### src/rtl/adc_ctrl_consts.svh
// Timing and field constants for the converter control block
`ifndef ADC_CTRL_CONSTS_SVH
`define ADC_CTRL_CONSTS_SVH

`define CLK_MHZ 125
`define T_CONV_TYP_NS 4000
`define T_PWRUP_NS 1500
`define CONV_CYC ((`T_CONV_TYP_NS * `CLK_MHZ) / 1000)
`define PWRUP_CYC (((`T_PWRUP_NS * `CLK_MHZ) + 999) / 1000)
`define CNT_W 10
`define RES_W 8
`define BITS_PER_READ 4'h8
`define BIT_CNT_ZERO 4'h0
`define LAST_BIT_IDX 3'h7

`endif

### src/rtl/adc_ctrl_pkg.sv
// Types shared by the converter control block
package adc_ctrl_pkg;
   typedef enum logic [1:0] {
      PWR_DOWN,
      PWR_UP,
      IDLE,
      CONVERT
   } conv_state_t;
endpackage

### src/rtl/sar_adc_conv_serial_ctrl.sv
// Converter control and serial read port of an 8-bit sampling converter
//
// How it works
// - Falling conv_start_n ends tracking, holds sample and starts a 4 us conversion.
// - At conversion end, load result and sample conv_start_n to choose power state.
// - conv_start_n high at conversion end keeps the converter powered.
// - conv_start_n low at conversion end latches result then powers down.
// - Rising conv_start_n while powered down wakes the converter in 1.5 us.
// - Power-down mode conversion takes 4 us, about 5.5 us from wake-up.
// - Early falling edge during power-up waits out power-up, then converts.
// - Rising conv_start_n enables the serial port in both modes.
// - Read before conversion end gives previous result; after gives current.
// - A read in progress at conversion end delays the new result load.
// - Serial output keeps working while the converter is powered down.
// - Each rising conv_start_n clears the serial bit counter.
// - After eight bits, serial clock edges are ignored until re-armed.
// - First bit driven on first serial clock rise after conv_start_n rise.
// - Data output returns to high impedance on the eighth serial clock fall.
// - No data is shifted until a conv_start_n rising edge is seen.
// - Serial port works with continuous or burst serial clock.
// - Result is straight unsigned binary, one step per reference over 256.
// - After reset the converter starts powered down.
`timescale 1ns/1ps
`include "adc_ctrl_consts.svh"
module sar_adc_conv_serial_ctrl
   import adc_ctrl_pkg::*;
(
   input wire logic clk,
   input wire logic rst,
   input wire logic conv_start_n,
   input wire logic sclk,
   input wire logic [`RES_W-1:0] sample_code,
   output logic dout_o,
   output logic dout_oe,
   output logic powered,
   output logic tracking,
   output logic conv_busy,
   output logic sample_hold
);
   // ---------------------------------------------------------------
   // Pin synchronisers
   // ---------------------------------------------------------------
   logic cs_level;
   logic cs_rise;
   logic cs_fall;
   logic sck_rise;
   logic sck_fall;

   pin_sync cs_sync (
      .clk(clk),
      .rst(rst),
      .din(conv_start_n),
      .level(cs_level),
      .rise(cs_rise),
      .fall(cs_fall)
   );

   // Serial clock edges found by sampling; the link clock may stop freely
   pin_sync sck_sync (
      .clk(clk),
      .rst(rst),
      .din(sclk),
      .level(),
      .rise(sck_rise),
      .fall(sck_fall)
   );

   // ---------------------------------------------------------------
   // Power and conversion sequencing
   // ---------------------------------------------------------------
   conv_state_t state_r;
   logic [`CNT_W-1:0] tmr_r;
   logic start_pend_r;
   logic conv_done;
   logic [`RES_W-1:0] conv_code_r;
   logic new_pend_r;

   assign conv_done = (state_r == CONVERT) && (tmr_r == `CNT_W'(`CONV_CYC - 1));

   always_ff @(posedge clk) begin
      if (rst) begin
         state_r <= PWR_DOWN;
         tmr_r <= '0;
         start_pend_r <= 1'b0;
      end else begin
         case (state_r)
            PWR_DOWN: begin
               if (cs_rise) begin
                  state_r <= PWR_UP;
                  tmr_r <= '0;
                  start_pend_r <= 1'b0;
               end
            end
            PWR_UP: begin
               if (cs_fall) begin
                  start_pend_r <= 1'b1;
               end
               if (tmr_r == `CNT_W'(`PWRUP_CYC - 1)) begin
                  tmr_r <= '0;
                  // Early falling edge: conversion starts once power-up is timed out
                  state_r <= (start_pend_r || cs_fall) ? CONVERT : IDLE;
                  start_pend_r <= 1'b0;
               end else begin
                  tmr_r <= tmr_r + `CNT_W'(1);
               end
            end
            IDLE: begin
               if (cs_fall) begin
                  state_r <= CONVERT;
                  tmr_r <= '0;
               end
            end
            CONVERT: begin
               if (conv_done) begin
                  tmr_r <= '0;
                  // Level at the end decides the mode
                  state_r <= cs_level ? IDLE : PWR_DOWN;
               end else begin
                  tmr_r <= tmr_r + `CNT_W'(1);
               end
            end
            default: state_r <= PWR_DOWN;
         endcase
      end
   end

   // Code is taken straight binary from the front end at hold time
   always_ff @(posedge clk) begin
      if (rst) begin
         conv_code_r <= '0;
      end else if ((state_r == IDLE && cs_fall) ||
                   (state_r == PWR_UP && tmr_r == `CNT_W'(`PWRUP_CYC - 1) &&
                    (start_pend_r || cs_fall))) begin
         conv_code_r <= sample_code;
      end
   end

   always_ff @(posedge clk) begin
      if (rst) begin
         powered <= 1'b0;
         tracking <= 1'b0;
         conv_busy <= 1'b0;
         sample_hold <= 1'b0;
      end else begin
         powered <= (state_r != PWR_DOWN);
         tracking <= (state_r == IDLE);
         conv_busy <= (state_r == CONVERT);
         sample_hold <= (state_r == CONVERT);
      end
   end

   // ---------------------------------------------------------------
   // Serial read port
   // ---------------------------------------------------------------
   logic armed_r;
   logic [3:0] bit_cnt_r;
   logic [`RES_W-1:0] shift_r;
   logic [`RES_W-1:0] out_reg_r;
   logic reading;
   logic load_now;

   // A read is in progress between its first bit and the eighth falling edge
   assign reading = armed_r && (bit_cnt_r != `BIT_CNT_ZERO);
   assign load_now = new_pend_r && !reading;

   always_ff @(posedge clk) begin
      if (rst) begin
         new_pend_r <= 1'b0;
      end else if (conv_done) begin
         new_pend_r <= 1'b1;
      end else if (load_now) begin
         new_pend_r <= 1'b0;
      end
   end

   // Output register keeps the previous result until the load is allowed
   always_ff @(posedge clk) begin
      if (rst) begin
         out_reg_r <= '0;
      end else if (load_now) begin
         out_reg_r <= conv_code_r;
      end
   end

   always_ff @(posedge clk) begin
      if (rst) begin
         armed_r <= 1'b0;
         bit_cnt_r <= `BIT_CNT_ZERO;
         shift_r <= '0;
      end else if (cs_rise) begin
         armed_r <= 1'b1;
         bit_cnt_r <= `BIT_CNT_ZERO;
      end else if (armed_r && sck_rise && bit_cnt_r < `BITS_PER_READ) begin
         // Independent of power state, so reads work while powered down
         if (bit_cnt_r == `BIT_CNT_ZERO) begin
            shift_r <= {out_reg_r[`RES_W-2:0], 1'b0};
         end else begin
            shift_r <= {shift_r[`RES_W-2:0], 1'b0};
         end
         bit_cnt_r <= bit_cnt_r + 4'h1;
      end else if (armed_r && sck_fall && bit_cnt_r == `BITS_PER_READ) begin
         armed_r <= 1'b0;
         bit_cnt_r <= `BIT_CNT_ZERO;
      end
   end

   always_ff @(posedge clk) begin
      if (rst) begin
         dout_o <= 1'b0;
         dout_oe <= 1'b0;
      end else if (cs_rise) begin
         dout_oe <= 1'b0;
      end else if (armed_r && sck_rise && bit_cnt_r < `BITS_PER_READ) begin
         dout_oe <= 1'b1;
         dout_o <= (bit_cnt_r == `BIT_CNT_ZERO) ? out_reg_r[`LAST_BIT_IDX]
                                                 : shift_r[`LAST_BIT_IDX];
      end else if (armed_r && sck_fall && bit_cnt_r == `BITS_PER_READ) begin
         dout_oe <= 1'b0;
      end
   end

   // ---------------------------------------------------------------
   // Checks
   // ---------------------------------------------------------------
   reset_down_a: assert property (@(posedge clk) $fell(rst) |-> !powered)
      else $error("not powered down after reset");
   wake_a: assert property (@(posedge clk) disable iff (rst)
      (state_r == PWR_DOWN && cs_rise) |=> state_r == PWR_UP)
      else $error("no wake on rising edge");
   start_a: assert property (@(posedge clk) disable iff (rst)
      (state_r == IDLE && cs_fall) |=> state_r == CONVERT && tmr_r == '0)
      else $error("no conversion on falling edge");
   mode_pick_a: assert property (@(posedge clk) disable iff (rst)
      conv_done |=> state_r == ($past(cs_level) ? IDLE : PWR_DOWN))
      else $error("wrong mode after conversion");
   auto_down_a: assert property (@(posedge clk) disable iff (rst)
      (conv_done && !cs_level) |-> ##2 !powered)
      else $error("no power down");
   pend_hold_a: assert property (@(posedge clk) disable iff (rst)
      (new_pend_r && reading && !cs_rise) |=> $stable(out_reg_r))
      else $error("result loaded during read");
   cnt_clear_a: assert property (@(posedge clk) disable iff (rst)
      cs_rise |=> bit_cnt_r == `BIT_CNT_ZERO && armed_r)
      else $error("counter not cleared");
   no_data_a: assert property (@(posedge clk) disable iff (rst)
      (!armed_r && !cs_rise) |=> !$rose(dout_oe))
      else $error("data out while not armed");
   hiz_a: assert property (@(posedge clk) disable iff (rst)
      (armed_r && sck_fall && bit_cnt_r == `BITS_PER_READ && !cs_rise) |=> !dout_oe)
      else $error("output not released");
   msb_first_a: assert property (@(posedge clk) disable iff (rst)
      (armed_r && sck_rise && bit_cnt_r == `BIT_CNT_ZERO && !cs_rise)
      |=> dout_o == $past(out_reg_r[`LAST_BIT_IDX]))
      else $error("first bit not msb");
endmodule

### src/rtl/pin_sync.sv
// Two flip-flop synchroniser with edge detection on the synchronised level
`timescale 1ns/1ps
module pin_sync (
   input wire logic clk,
   input wire logic rst,
   input wire logic din,
   output logic level,
   output logic rise,
   output logic fall
);
   logic meta_r;
   logic sync_r;
   logic prev_r;

   always_ff @(posedge clk) begin
      if (rst) begin
         meta_r <= 1'b0;
         sync_r <= 1'b0;
         prev_r <= 1'b0;
      end else begin
         meta_r <= din;
         sync_r <= meta_r;
         prev_r <= sync_r;
      end
   end

   assign level = sync_r;
   assign rise = sync_r & ~prev_r;
   assign fall = ~sync_r & prev_r;
endmodule

### config.mk
export PLATFORM = sky130hd
export DESIGN_NAME = sar_adc_conv_serial_ctrl
export DESIGN_NICKNAME = d
export VERILOG_FILES = /design/src/rtl/adc_ctrl_pkg.sv /design/src/rtl/sar_adc_conv_serial_ctrl.sv /design/src/rtl/pin_sync.sv
export VERILOG_INCLUDE_DIRS = /design/src /design/src/rtl
export SDC_FILE = /design/constraint.sdc
export NUM_CORES = 1
export LEC_CHECK = 0
export ABC_AREA = 1
export BUFFER_PORTS_ARGS = -buffer_cell sky130_fd_sc_hd__buf_2
export CORE_ASPECT_RATIO = 1.5
export CORE_UTILIZATION = 49
export CTS_CLUSTER_SIZE = 25
export DETAILED_ROUTE_END_ITERATION = 6
export PLACE_DENSITY = 0.67
export SLEW_MARGIN = 20
export SYNTH_ARGS = -nofsm -noshare
export SYNTH_HDL_FRONTEND = slang
export SYNTH_SLANG_ARGS = --single-unit
### constraint.sdc
create_clock -name clk -period 1.6 [get_ports clk]
set_input_delay 0.32 -clock clk [delete_from_list [all_inputs] [get_ports clk]]
set_output_delay 0.32 -clock clk [all_outputs]
set_load 0.05 [all_outputs]
==> impl_results.md <==
* Status: complete, no violations
* Async SR Flop Fraction at 0
* Critical path buffers and inverters at 1
* Worst Reg-to-Reg Cells at 10
* Vias in the first global route at 1857
* Fin crit share at 0.896
* WHS Path Cells at 3
* Layout cells sized above 1 at 0.168
* Core Box Area at 4580 µm²
* EDFF count, synth at 0
* CP startpoint kind: register
* Detail Placement HPWL at 3240 µm
* Critical path class: reg -> reg
* Yosys warns at 0
* Placed insts at 402
* Final min period at 1430 ps
* Peak supply drop at 709 µV
* Slowest CP cell: dfxtp_1
* Multiplexer share of the synthesized area at 0
* Worst min path class: in -> reg
* Post-CTS Setup Repair Bufs at 0
* Clock Skew at 4.29 ps
* IO Pins at 18
* # H-tree levels at 2
* Clk sinks at 53
* Family with the most delay on the worst path: simple AND/OR/NAND/NOR gates
* Slew HR at 0.759
* Clk network pwr share at 0.250
* Yosys cell types at 27
* Residual DRC at 0
* Compound-Gate Fraction of Synth Area at 0.101
* P_sw at 976 µW
* Synth Register Bits at 53
* Seq/Total Area, Yosys at 0.448
* Final nets at 360
* WL/cell at 10.5 µm
* DR iter-0 viols at 56
* Final setup vio count at 0
* Unrepaired setup endpoints after global routing: false
* Flop-to-flop setup slack at 170 ps
* Critical Path RT at 1800 ps
* Number of diodes at 0
* Hold buffer count at cts at 0
* Mapped Nets at 336
* Placed inst area at 2550 µm²
* Chip height at 87.2 µm
* Number of max-cap violations at 0
* Largest net degree at the start of global routing at 32
* Crit. End Element: register
* Hold Violations, Final at 0
* Slowest stage delay, CP at 360 ps
* Cell Pwr Density at 1100 nW/µm²
* Drt total wl at 4320 µm
* Area share of and/or/nand/nor cells after synthesis at 0.348
* Area Overhead vs Synth at 11.6%
* Critical path depth at 10
* First-pass GRT wire length at 7690 µm
* Slew @ Worst Pin at 358 ps
* Synth Area per Inst at 7.38 µm²
* Port-buffer cells at 17
* Critical path cell sequence: ha_2 -> nand2_1 -> nor2_1 -> nand3_1 -> nand2_2 -> nand2_1 -> nand2_1 -> nand2_1 -> nand2_1 -> inv_1
* Root buffer selected by CTS: clkbuf_8
* Starting Density at 0.517
* Synthesized area at 2370 µm²
* Rows at 30
* XOR/XNOR Fraction of Synth Area at 0.0148
* Clock latency on the worst-skew pair at 290 ps
* Post-Syn Instances at 321
* Finished Cell Area at 2650 µm²
* Crit Path Max Fanout at 4
* Pwr Total at 2.91 mW
* Switching part of the total at 0.335
* Fmax at 0.697 GHz
* Clk buf depth at 2
* Adder-cell share of the synthesized area at 0.0158
* Leakage at 1.17 nW
* Final GP Congestion at 0.816
* Post-synth top flop: dfxtp_1
* CTS tree: yes
* CTS buffer count at 5
* PostCTS Resize Cnt at 0
* Die width at 58.8 µm
* Routed via count at 2007
* Seq pwr share at 0.503
* GRT Residual Overflow at 0
* Antenna violations before repair at 0
* Pint at 1.94 mW
* Pre-antenna DRT Iters at 4
* Die Footprint at 5120 µm²
* Most used cell, CP: nand2_1
* Largest family of logic cells by synthesized area: simple AND/OR/NAND/NOR gates
* Tot GR Track Use at 0.190
* Reg clk slew, reported paths at 90 ps
* Final TNS setup at 0 ps
* Final Max Slew Viols at 0
* Arr. time, crit path at 1630 ps
* Post-DR vias/cell at 4.90
* Non-filler cells in the finished layout at 410
* Post-route ant nets at 0
* Combinational power share at 0.247
==> cell families after synthesis <==
logic type / after synthesis
buffers and inverters: 44
adders and majority gates: 3
xor gates and xnor gates: 4
and+or+nand+nor: 170
DFF: 53
AOI/OAI and AO/OA: 47
==> synthesized netlist by cell type (2+ instances only) <==
cell type  instances  area (µm²)
nor2_1            63         236
nand3b_1           9        67.6
nor2_4             3        33.8
nand4_1            7        43.8
dfxtp_1           53        1060
clkbuf_1           3        11.3
inv_2              2        7.51
nand2_4            4        45.0
a21oi_1           25         125
nor2_2             6        37.5
ha_1               3        37.5
nor3_1             3        15.0
inv_1             36         135
nand2_1           55         206
o21ai_0           20         100
xor2_1             3        26.3
nand2_2            5        31.3
nand3_1           12        60.1
==> layer usage <==
metal | GRT usage | up-vias | part of all wire
met2 | 0.333 | 36 | 0.49
met4 | 0.0606 | 0 | 0.0097
li1 | - | 1064 | -
met3 | 0.0357 | 4 | 0.025
met1 | 0.229 | 903 | 0.47
met5 | 0 | - | 0
==> registers in the layout (all words and copies together) (netlist names), 2 cells and up <==
signal	flops
conv_code_r	8
bit_cnt_r	4
tmr_r	10
shift_r	7
state_r	2
out_reg_r	8
==> power groups by stage <==
stage | combinational, mW | sequential, mW | clock, mW
2_1_floorplan | 0.535 | 1.53 | 0
3_3_place_gp | 0.712 | 1.49 | 0
3_5_place_dp | 0.720 | 1.49 | 0
4_1_cts | 0.720 | 1.46 | 0.757
5_1_grt | 0.802 | 1.48 | 0.808
6_report | 0.719 | 1.47 | 0.727
==> cell usage in the layout (no fill, tap or decap), drive strengths merged, types with 2 or more instances in the layout <==
master / instances
o21ai: 20
inv: 38
ha: 3
clkinvlp: 2
xor2: 3
clkbuf: 7
dfxtp: 53
nor3: 4
buf: 22
nor2: 72
nand3b: 10
nand4: 7
nand2: 64
nand3: 13
a21oi: 25
==> final cells by class <==
type | instances | area [µm²]
Inverter | 39 | 153
Clock buffer | 7 | 76.3
Timing Repair Buffer | 22 | 123
Fill cell | 475 | 1930
Sequential cell | 53 | 1060
Tap cell | 64 | 80.1
Multi-Input combinational cell | 224 | 1140
Clock inverter | 1 | 7.51
==> worst reg2reg max path, delay by kind of cell, from the launching register on <==
| family | cells | cell delay (ps) |
|---|---|---|
| adder cells (fa/ha/maj) | 1 | 220 |
| flip-flops | 1 | 360 |
| AND/OR/NAND/NOR | 8 | 720 |
| buffers and inverters | 1 | 40 |
==> path summary, 6_finish.rpt <==
kind | start | endpoint
min | conv_start_n | cs_sync.meta_r
max | tmr_r[1] | tmr_r[3]
min reg2reg | sck_sync.meta_r | sck_sync.level
max reg2reg | tmr_r[1] | tmr_r[3]
==> stage by stage <==
stage,util,worst slack [ps],hold slack (ps)
final,0.578,166,221
after CTS,0.575,71.3,214
after global placement,0.557,112,395
after global routing,0.578,8.93,222
after detailed placement,0.557,95.4,398
after floorplan,-,264,388
Note: power is estimated with default switching activity, not from simulation.
